## config.mk

```make
export PLATFORM = sky130hd
export DESIGN_NAME = reset_strap_config_capture
export DESIGN_NICKNAME = d
export VERILOG_FILES = /design/src/rtl/strap_cfg_pkg.sv /design/src/rtl/strap_sync.sv /design/src/rtl/reset_strap_config_capture.sv
export SDC_FILE = /design/constraint.sdc
export NUM_CORES = 1
export LEC_CHECK = 0
export BUFFER_PORTS_ARGS = -buffer_cell sky130_fd_sc_hd__buf_4
export CORE_UTILIZATION = 30
export DETAILED_ROUTE_END_ITERATION = 12
export PLACE_DENSITY = 0.63
export SLEW_MARGIN = 20
export SYNTH_ARGS = -nofsm -noshare
export SYNTH_HDL_FRONTEND = slang
export SYNTH_SLANG_ARGS = --single-unit
```

## constraint.sdc

```tcl
create_clock -name CLK -period 2.7 [get_ports CLK]
set_input_delay 0.405 -clock CLK [delete_from_list [all_inputs] [get_ports CLK]]
set_output_delay 0.405 -clock CLK [all_outputs]
set_load 0.02 [all_outputs]
```

## src/rtl/strap_cfg_pkg.sv

```systemverilog
// constants for the reset strap configuration capture block
package strap_cfg_pkg;
    localparam logic [1:0] IFACE_MII = 2'h0;
    localparam logic [1:0] IFACE_RMII = 2'h1;
    localparam logic [1:0] IFACE_GMII = 2'h2;
    localparam logic [1:0] IFACE_RGMII = 2'h3;
    localparam logic [1:0] IFACE_DEFAULT = IFACE_RGMII;
    localparam logic ROLE_MAC = 1'b1;
    localparam logic REFOUT_DEFAULT = 1'b1;
    localparam logic CLKSRC_CRYSTAL = 1'b1;
    localparam logic GIG_DEFAULT = 1'b1;
    localparam logic SERIAL_SPI = 1'b0;
    localparam int RMII_CLK_BIT = 7;
    localparam int RGMII_V2_LSB = 3;
    localparam int CFG_REG_WIDTH = 8;
    localparam logic [7:0] CFG_REG_OFFSET = 8'h56;
    localparam int STRAP_COUNT = 8;
    localparam int CLK_HZ = 50_000_000;
    localparam int XTAL_HZ = 25_000_000;
    localparam int SYS_CLK_COUNT = 5;
    localparam int SYS_CLK_HZ [SYS_CLK_COUNT] = '{125_000_000, 83_000_000, 41_000_000, 25_000_000, 10_000_000};
    localparam int RMII_REF_HZ = 50_000_000;
    localparam int REFOUT_HZ = 25_000_000;
    localparam int REFOUT_HALF = CLK_HZ / (2 * REFOUT_HZ);
    localparam int TENM_HZ = 10_000_000;
    localparam int TENM_DIV = CLK_HZ / TENM_HZ;
    localparam int TENM_HIGH = TENM_DIV / 2;
    localparam int HELD_IFACE_LSB = 5;
    localparam int HELD_ROLE_BIT = 4;
    localparam int HELD_REFOUT_BIT = 3;
    localparam int HELD_CLKSRC_BIT = 2;
    localparam int HELD_GIG_BIT = 1;
    localparam int HELD_SERIAL_BIT = 0;
    typedef enum logic [1:0] {
        ST_RESET = 2'h0,
        ST_SAMPLE = 2'h1,
        ST_RUN = 2'h3
    } cap_state_t;
endpackage

```

## src/rtl/strap_sync.sv

```systemverilog
// two flip-flop synchroniser for strap pin levels
`timescale 1ns/1ps
module strap_sync #(
    parameter int WIDTH = 8
) (
    input wire logic clk,
    input wire logic [WIDTH-1:0] din,
    output logic [WIDTH-1:0] dout
);
    logic [WIDTH-1:0] meta_ff;
    logic [WIDTH-1:0] sync_ff;
    always_ff @(posedge clk) begin
        meta_ff <= din;
        sync_ff <= meta_ff;
    end
    assign dout = sync_ff;
endmodule // strap_sync

```

## src/rtl/reset_strap_config_capture.sv

```systemverilog
// strap capture at reset and the resulting uplink mode settings
// Operation
// (RULE1) strap levels sampled during power-down reset and during warm reset
// (RULE2) strap pins are pulled inputs in reset, driven outputs afterwards
// (RULE3) two interface straps pick MII, RMII, GMII or RGMII; RGMII default
// (RULE4) in GMII or MII, role strap high means MAC, low means PHY
// (RULE5) PHY role turns CRS, COL outputs; MII PHY also both interface clocks
// (RULE6) RMII role high drives 50 MHz on receive clock; low expects external
// (RULE7) RMII clock choice by role strap or configuration register bit 7
// (RULE8) reference output strap high enables 25 MHz output; low disables it
// (RULE9) RMII normal mode: clock source strap picks crystal or transmit clock
// (RULE10) gigabit strap picks 1 Gbps or 10/100 for GMII/RGMII; register override
// (RULE11) serial bus strap low selects SPI, high selects MDC/MDIO
// (RULE12) host should use SPI to program RGMII v2.0 bits with RGMII uplink
// (RULE13) system clocks 125, 83, 41, 25, 10 MHz derived from crystal; only 25 and 10 MHz are made here, from CLK
// (RULE14) active-low hardware reset resets device; straps sampled meanwhile
// (RULE15) sampled straps latched at reset release and held until next reset
`timescale 1ns/1ps
module reset_strap_config_capture
    import strap_cfg_pkg::*;
(
    input wire logic CLK,
    input wire logic RST,
    input wire logic RST_N_PIN,
    input wire logic [1:0] UPLINK_IFACE_SEL_STRAPS_IN,
    input wire logic UPLINK_ROLE_STRAP_IN,
    input wire logic REFOUT_ENABLE_STRAP_IN,
    input wire logic CLOCK_SOURCE_STRAP_IN,
    input wire logic UPLINK_GIG_STRAP_IN,
    input wire logic SERIAL_BUS_SEL_STRAP_IN,
    input wire logic [STRAP_COUNT-1:0] STRAP_PIN_FUNC_OUT,
    output logic [STRAP_COUNT-1:0] STRAP_PIN_OUT,
    output logic [STRAP_COUNT-1:0] STRAP_PIN_OE,
    output logic [STRAP_COUNT-1:0] STRAP_PULLUP_EN,
    output logic [STRAP_COUNT-1:0] STRAP_PULLDOWN_EN,
    input wire logic [CFG_REG_WIDTH-1:0] CFG_REG_WDATA,
    input wire logic CFG_REG_WE,
    input wire logic GIG_SPEED_WDATA,
    input wire logic GIG_SPEED_WE,
    output logic [CFG_REG_WIDTH-1:0] CFG_REG_RDATA,
    output logic [1:0] RGMII_V2_MODE,
    output logic DEVICE_RESET,
    output logic CFG_VALID,
    output logic [1:0] UPLINK_IFACE,
    output logic UPLINK_MAC_ROLE,
    output logic CRS_COL_OE,
    output logic MII_CLOCKS_OE,
    output logic RMII_INTERNAL_CLK,
    output logic RMII_REF_CLK_OUT,
    output logic RMII_REF_CLK_OE,
    output logic REFOUT_CLK,
    output logic REFOUT_EN,
    output logic PLL_FROM_CRYSTAL,
    output logic UPLINK_GIG,
    output logic SERIAL_MDIO_MODE,
    output logic SYS_CLK_10M
);
    logic [STRAP_COUNT-1:0] straps_async;
    logic [STRAP_COUNT-1:0] straps_sync;
    logic rst_n_sync;
    assign straps_async = {RST_N_PIN, UPLINK_IFACE_SEL_STRAPS_IN, UPLINK_ROLE_STRAP_IN, REFOUT_ENABLE_STRAP_IN,
        CLOCK_SOURCE_STRAP_IN, UPLINK_GIG_STRAP_IN, SERIAL_BUS_SEL_STRAP_IN};

    // pins and reset pin cross into CLK before use
    strap_sync #(.WIDTH(STRAP_COUNT)) u_sync (
        .clk(CLK),
        .din(straps_async),
        .dout(straps_sync)
    );
    assign rst_n_sync = straps_sync[STRAP_COUNT-1];

    cap_state_t state_ff, nxt_state;
    logic [STRAP_COUNT-2:0] held_ff, nxt_held;
    logic [CFG_REG_WIDTH-1:0] cfg_ff, nxt_cfg;
    logic cfg_rmii_sel_ff, nxt_cfg_rmii_sel;
    logic gig_ovr_ff, nxt_gig_ovr;
    logic gig_val_ff, nxt_gig_val;

    always_comb begin
        nxt_state = state_ff;
        nxt_held = held_ff;
        nxt_cfg = cfg_ff;
        nxt_cfg_rmii_sel = cfg_rmii_sel_ff;
        nxt_gig_ovr = gig_ovr_ff;
        nxt_gig_val = gig_val_ff;
        case (state_ff)
            ST_RESET: begin
                if (!rst_n_sync) begin
                    nxt_state = ST_SAMPLE; // RULE14
                end
            end
            ST_SAMPLE: begin
                nxt_held = straps_sync[STRAP_COUNT-2:0]; // RULE1
                nxt_cfg_rmii_sel = 1'b0;
                nxt_gig_ovr = 1'b0;
                if (rst_n_sync) begin
                    nxt_state = ST_RUN; // RULE15
                end
            end
            ST_RUN: begin
                if (!rst_n_sync) begin
                    nxt_state = ST_SAMPLE; // RULE1
                end
                if (CFG_REG_WE) begin
                    nxt_cfg = CFG_REG_WDATA;
                    nxt_cfg_rmii_sel = 1'b1; // RULE7
                end
                if (GIG_SPEED_WE) begin
                    nxt_gig_ovr = 1'b1; // RULE10
                    nxt_gig_val = GIG_SPEED_WDATA;
                end
            end
            default: begin
                nxt_state = ST_RESET;
            end
        endcase
    end

    always_ff @(posedge CLK) begin
        if (RST) begin
            state_ff <= ST_RESET;
            held_ff <= {IFACE_DEFAULT, ROLE_MAC, REFOUT_DEFAULT, CLKSRC_CRYSTAL, GIG_DEFAULT, SERIAL_SPI};
            cfg_ff <= 8'h00;
            cfg_rmii_sel_ff <= 1'b0;
            gig_ovr_ff <= 1'b0;
            gig_val_ff <= GIG_DEFAULT;
        end else begin
            state_ff <= nxt_state;
            held_ff <= nxt_held; // RULE15
            cfg_ff <= nxt_cfg;
            cfg_rmii_sel_ff <= nxt_cfg_rmii_sel;
            gig_ovr_ff <= nxt_gig_ovr;
            gig_val_ff <= nxt_gig_val;
        end
    end

    logic run;
    logic rmii_int;
    assign run = (state_ff == ST_RUN);
    assign rmii_int = cfg_rmii_sel_ff ? cfg_ff[RMII_CLK_BIT] : held_ff[HELD_ROLE_BIT]; // RULE7

    // decoded settings, all from flip-flops
    logic [1:0] held_iface;
    logic held_role;
    logic [1:0] iface_ff, nxt_iface;
    logic mac_ff, crs_oe_ff, mii_oe_ff, rmii_int_ff, refen_ff, pll_xtal_ff, gig_ff, mdio_ff, valid_ff, devrst_ff;
    logic nxt_mac, nxt_crs_oe, nxt_mii_oe, nxt_rmii_int, nxt_refen, nxt_pll_xtal, nxt_gig, nxt_mdio, nxt_valid;
    logic nxt_devrst;
    assign held_iface = held_ff[HELD_IFACE_LSB+1:HELD_IFACE_LSB];
    assign held_role = held_ff[HELD_ROLE_BIT];
    always_comb begin
        nxt_iface = held_iface; // RULE3
        nxt_mac = held_role; // RULE4
        nxt_crs_oe = run && !held_role && (held_iface == IFACE_GMII || held_iface == IFACE_MII); // RULE5
        nxt_mii_oe = run && !held_role && (held_iface == IFACE_MII); // RULE5
        nxt_rmii_int = run && (held_iface == IFACE_RMII) && rmii_int; // RULE6
        nxt_refen = run && held_ff[HELD_REFOUT_BIT]; // RULE8
        nxt_pll_xtal = !((held_iface == IFACE_RMII) && !rmii_int && !held_ff[HELD_CLKSRC_BIT]); // RULE9
        nxt_gig = (held_iface == IFACE_GMII || held_iface == IFACE_RGMII)
            && (gig_ovr_ff ? gig_val_ff : held_ff[HELD_GIG_BIT]); // RULE10
        nxt_mdio = held_ff[HELD_SERIAL_BIT]; // RULE11
        nxt_valid = run;
        nxt_devrst = !run; // RULE14
    end
    always_ff @(posedge CLK) begin
        if (RST) begin
            iface_ff <= IFACE_DEFAULT;
            mac_ff <= ROLE_MAC;
            crs_oe_ff <= 1'b0;
            mii_oe_ff <= 1'b0;
            rmii_int_ff <= 1'b0;
            refen_ff <= 1'b0;
            pll_xtal_ff <= CLKSRC_CRYSTAL;
            gig_ff <= GIG_DEFAULT;
            mdio_ff <= 1'b0;
            valid_ff <= 1'b0;
            devrst_ff <= 1'b1;
        end else begin
            iface_ff <= nxt_iface;
            mac_ff <= nxt_mac;
            crs_oe_ff <= nxt_crs_oe;
            mii_oe_ff <= nxt_mii_oe;
            rmii_int_ff <= nxt_rmii_int;
            refen_ff <= nxt_refen;
            pll_xtal_ff <= nxt_pll_xtal;
            gig_ff <= nxt_gig;
            mdio_ff <= nxt_mdio;
            valid_ff <= nxt_valid;
            devrst_ff <= nxt_devrst;
        end
    end

    // clock outputs from the 50 MHz CLK; 25 MHz is CLK/2, 10 MHz is CLK/5 (two high, three low)
    logic refdiv_ff, nxt_refdiv;
    logic [2:0] tendiv_ff, nxt_tendiv;
    logic ten_ff, nxt_ten;
    always_comb begin
        nxt_refdiv = ~refdiv_ff;
        nxt_tendiv = tendiv_ff + 3'h1;
        if (tendiv_ff == 3'(TENM_DIV - 1)) begin
            nxt_tendiv = 3'h0;
        end
        nxt_ten = (nxt_tendiv < 3'(TENM_HIGH)); // RULE13
    end
    always_ff @(posedge CLK) begin
        if (RST) begin
            refdiv_ff <= 1'b0;
            tendiv_ff <= 3'h0;
            ten_ff <= 1'b0;
        end else begin
            refdiv_ff <= nxt_refdiv; // RULE13
            tendiv_ff <= nxt_tendiv;
            ten_ff <= nxt_ten;
        end
    end

    // strap pins: pulled inputs in reset, driven once running
    logic [STRAP_COUNT-1:0] pin_out_ff;
    always_ff @(posedge CLK) begin
        if (RST) begin
            pin_out_ff <= 8'h00;
        end else begin
            pin_out_ff <= STRAP_PIN_FUNC_OUT;
        end
    end
    genvar gi;
    generate
        for (gi = 0; gi < STRAP_COUNT; gi++) begin : g_pin
            assign STRAP_PIN_OE[gi] = valid_ff; // RULE2
            assign STRAP_PULLUP_EN[gi] = !valid_ff && (gi != 0); // RULE2
            assign STRAP_PULLDOWN_EN[gi] = !valid_ff && (gi == 0); // RULE2
        end
    endgenerate
    assign STRAP_PIN_OUT = pin_out_ff;

    assign CFG_REG_RDATA = cfg_ff;
    assign RGMII_V2_MODE = cfg_ff[RGMII_V2_LSB+1:RGMII_V2_LSB]; // RULE12
    assign DEVICE_RESET = devrst_ff;
    assign CFG_VALID = valid_ff;
    assign UPLINK_IFACE = iface_ff;
    assign UPLINK_MAC_ROLE = mac_ff;
    assign CRS_COL_OE = crs_oe_ff;
    assign MII_CLOCKS_OE = mii_oe_ff;
    assign RMII_INTERNAL_CLK = rmii_int_ff;
    // 50 MHz reference is CLK itself, gated; enable changes while CLK is high
    assign RMII_REF_CLK_OUT = rmii_int_ff & CLK; // RULE6
    assign RMII_REF_CLK_OE = rmii_int_ff; // RULE6
    assign REFOUT_CLK = refen_ff & refdiv_ff; // RULE8
    assign REFOUT_EN = refen_ff;
    assign PLL_FROM_CRYSTAL = pll_xtal_ff;
    assign UPLINK_GIG = gig_ff;
    assign SERIAL_MDIO_MODE = mdio_ff; // RULE11
    assign SYS_CLK_10M = ten_ff;
endmodule // reset_strap_config_capture

```

# ---- After elaboration in Yosys (flattened, before gate mapping)
# Cells that the tools add are included.
dict set report totals {
  input_bits 29
  wordCells 74
  out_inout_bits 58
  ff_bits 61
}
dict set report classes {
  mux 10
  bitwise 3
  n_lt_le_gt_ge 1
  addsub 1
  n_eq_ne 10
  n_reduce_logical 26
}
# op n
set op_table {}
lappend op_table {{AND reduction 2 bit} 5}
lappend op_table {{logical AND 1 bit} 9}
lappend op_table {{equality test 2 bit (second input constant)} 3}
lappend op_table {{logical NOT 1 bit} 6}
lappend op_table {{inequality test 2 bit (second input constant)} 3}
lappend op_table {{equality test 2 x 1 -> 1 bit (second input constant)} 2}
lappend op_table {{logical NOT 2 bit} 2}
lappend op_table {{two-way mux 1 bit} 4}
lappend op_table {{two-way mux 2 bit} 2}
lappend op_table {{one-hot mux 1 bit (2 select lines)} 2}
lappend op_table {{one-hot mux 2 bit (2 select lines)} 1}
lappend op_table {{adder 3 x 1 -> 3 bit (second input constant)} 1}
lappend op_table {{equality test 3 bit (second input constant)} 1}
lappend op_table {{less-than comparator 3 x 2 -> 1 bit (second input constant)} 1}
lappend op_table {{two-way mux 3 bit} 1}
lappend op_table {{bitwise AND 1 bit} 2}
lappend op_table {{logical OR 1 bit} 2}
lappend op_table {{inequality test 2 x 1 -> 1 bit (second input constant)} 1}
lappend op_table {{nonzero test 2 bit} 1}
lappend op_table {{OR reduction 2 bit} 1}
lappend op_table {{NOT 1 bit} 1}

# ---- Depth between registers and ports, before layout
dict set report depth {
  depth_word 5
  ltp_mapped 6
  depth_no_buf 5
}

# ---- Cells and area by module
# A second synthesis with hierarchy kept.
dict set report hier_totals {
  hier_cells 198
  hier_area_um2 2115.8
}
# mod seq_area_each_um2 area_each_um2 n_inst cells_per_inst
set by_module_without_submodules {}
lappend by_module_without_submodules {reset_strap_config_capture 900.9 1795.5 1 182}
lappend by_module_without_submodules {strap_sync 320.3 320.3 1 16}

==> impl_metrics.json <==
{
  "yosys.area.top_type_share_pct": 58.2,
  "ant_nets": 0,
  "timing.rr.start": "state_ff[0]$_SDFFE_PP0P_",
  "avgSynthCellArea_um2": 10.9,
  "hold_viol": 0,
  "power.leakage_uw": 0.00125,
  "min_from": "UPLINK_IFACE_SEL_STRAPS_IN[0]",
  "die_h_um": 85.6,
  "design_area_mm2": 0.00281,
  "syn_to_final_growth_pct": 34.2,
  "yosysUniqueCellTypes": 32,
  "vdd_drop_max_uv": 287,
  "critPathLaunchType": "clock port",
  "final_max_slew_viol_count": 0,
  "grt_pass1_wl_um": 5610,
  "die_area_mm2": 0.00733,
  "postCtsHoldBufs": 0,
  "syn_inst": 193,
  "final-setup-viol-count": 0,
  "row_count": 30,
  "fin_worst_skew_ns": 0.00884,
  "power_per_cell_area_mw_per_mm2": 746,
  "wire_per_inst_um": 10.7,
  "critical_path_class": "clk -> out",
  "die_width_um": 85.6,
  "synth_area_leaders": "dfxtp_1 (58%), buf_4 (9.3%), nor2b_1 (3.3%), ha_1 (3.0%), a211o_2 (2.9%)",
  "diodes": 0,
  "final_common_cell": "buf_4",
  "rsz0062_at_grt": "no",
  "ios": 87,
  "ys_seq_area_share_pct": 58.2,
  "core-area_mm2": 0.00676,
  "mostFrequentLayoutCells": "buf_4 (78), dfxtp_1 (61), clkbuf_8 (14)",
  "cts_tree": "yes",
  "status": "complete, no violations",
  "critical_path_arrival_ns": 1.85,
  "syn-cell-area_mm2": 0.00210,
  "synth_warnings": 0,
  "cts_resized": 0,
  "postRouteWirelength_um": 3680,
  "cap_violations": 0,
  "place_area_mm2": 0.00257,
  "cp.required_ns": 2.30,
  "initial_utilization_pct": 31.0,
  "fill_cells": 676,
  "finalNetCount": 293,
  "grt_pass1_vias": 1272,
  "drcViolationCount": 0,
  "worstSkewPairLatency_ns": 0.43,
  "timing.critical_path.from": "CLK",
  "drive_above_1_share_pct": 43.7,
  "vias": 1414,
  "antenna_found_initial": 0,
  "synth-seq-cells": 61,
  "drt_iter0_drc": 56,
  "dp_hpwl_um": 2520,
  "yosysTopAreaCell": "dfxtp_1",
  "numPortBuffers": 78,
  "postCtsSetupBuffers": 0,
  "overflow": 0,
  "vias_per_cell": 4.12,
  "worstSetupEndpointType": "output pin",
  "hold_path.class": "in -> reg",
  "fin_hold_ws_ns": 0.0717,
  "place.gp.congestion": 0.665,
  "dpl.cell_count": 325,
  "grt_max_degree": 41,
  "tns_ns": 0,
  "layout.cells.non_filler": 343,
  "tightest_slew_ns": 0.577,
  "clkTransAtPathRegs_ns": 0.06,
  "grt_use_total_pct": 11.1,
  "relSlewSlack_pct": 61.5,
  "critical_path.max_fanout": 2,
  "dr.pass1.iters": 4
}
## critical path, cell delays in order
cell and delay, ns:
clkbuf_8 0.11, clkbuf_8 0.12, and2_1 0.12, buf_4 0.15
## power by group
part	internal [uW]	switching, uW
combinational	110	103
sequential	952	27.3
clock	562	347
## state kept, by name (all words and copies together) (netlist names), 2 cells and up
register / cells
state_ff: 2
STRAP_PIN_OUT: 8
u_sync.dout: 8
UPLINK_IFACE: 2
u_sync.meta_ff: 8
tendiv_ff: 3
CFG_REG_RDATA: 8
held_ff: 7
## synth_stat cells (all sizes together)
| library cell | n |
|---|---|
| dfxtp | 61 |
| buf | 31 |
| nand2 | 12 |
| a21oi | 11 |
| nor2b | 11 |
| nand3 | 9 |
| a211o | 7 |
| inv | 7 |
| and2b | 6 |
| ha | 5 |
| nor2 | 5 |
| mux2i | 4 |
| and2 | 3 |
| nor3 | 3 |
| o21ai | 3 |
| or2 | 3 |
| a211oi | 2 |
| clkbuf | 2 |
| nand2b | 2 |
| a21o | 1 |
| and3 | 1 |
| conb | 1 |
| mux2 | 1 |
| nor3b | 1 |
| nor4 | 1 |
## area by class of cell
class | instances | area, um^2 | share of cell area (%)
sequential | 61 | 1220 | 43.4
timing repair buffer | 77 | 578 | 20.5
inverter | 7 | 26.3 | 0.934
clock inverter | 4 | 47.5 | 1.69
tap | 80 | 100 | 3.56
multi-input combinational | 99 | 641 | 22.8
clock buffer | 15 | 200 | 7.11
## kinds of logic after synthesis
logic type	synth area share [%]
and+or+nand+nor	15.2
DFF	58.2
other	0.179
adders and majority gates	2.98
muxes	3.04
AOI/OAI and AO/OA	7.94
buffers and inverters	12.5
## worst paths after layout
kind | endpoint | slack, ns | depth (start not counted)
setup reg to reg | held_ff[3]$_SDFFE_PP1P_ | 1.11 | 3
hold reg to reg | u_sync.dout[7]$_DFF_P_ | 0.33 | 0
setup / recovery | RMII_REF_CLK_OUT | 0.45 | 4
hold / removal | u_sync.meta_ff[5]$_DFF_P_ | 0.07 | 1
## per-stage QoR
stage | utilization (%) | worst slack [ns] | power [uW]
3_5_place_dp | 38.1 | 0.686 | 1210
3_3_place_gp | 38.1 | 0.686 | 1210
2_1_floorplan | - | 0.762 | 1150
6_report | 41.6 | 0.449 | 2100
5_1_grt | 41.6 | 0.433 | 2200
4_1_cts | 41.6 | 0.444 | 2140
## routing by layer
layer  global-route usage, %  share of wire, %  up-vias
met5                       0                 0        -
met3                    6.35               8.3        9
met1                    10.3                41      616
met4                    11.2               2.5        0
li1                        -                 -      728
met2                    16.8                48       61
Power figures use the tool's default switching activity.
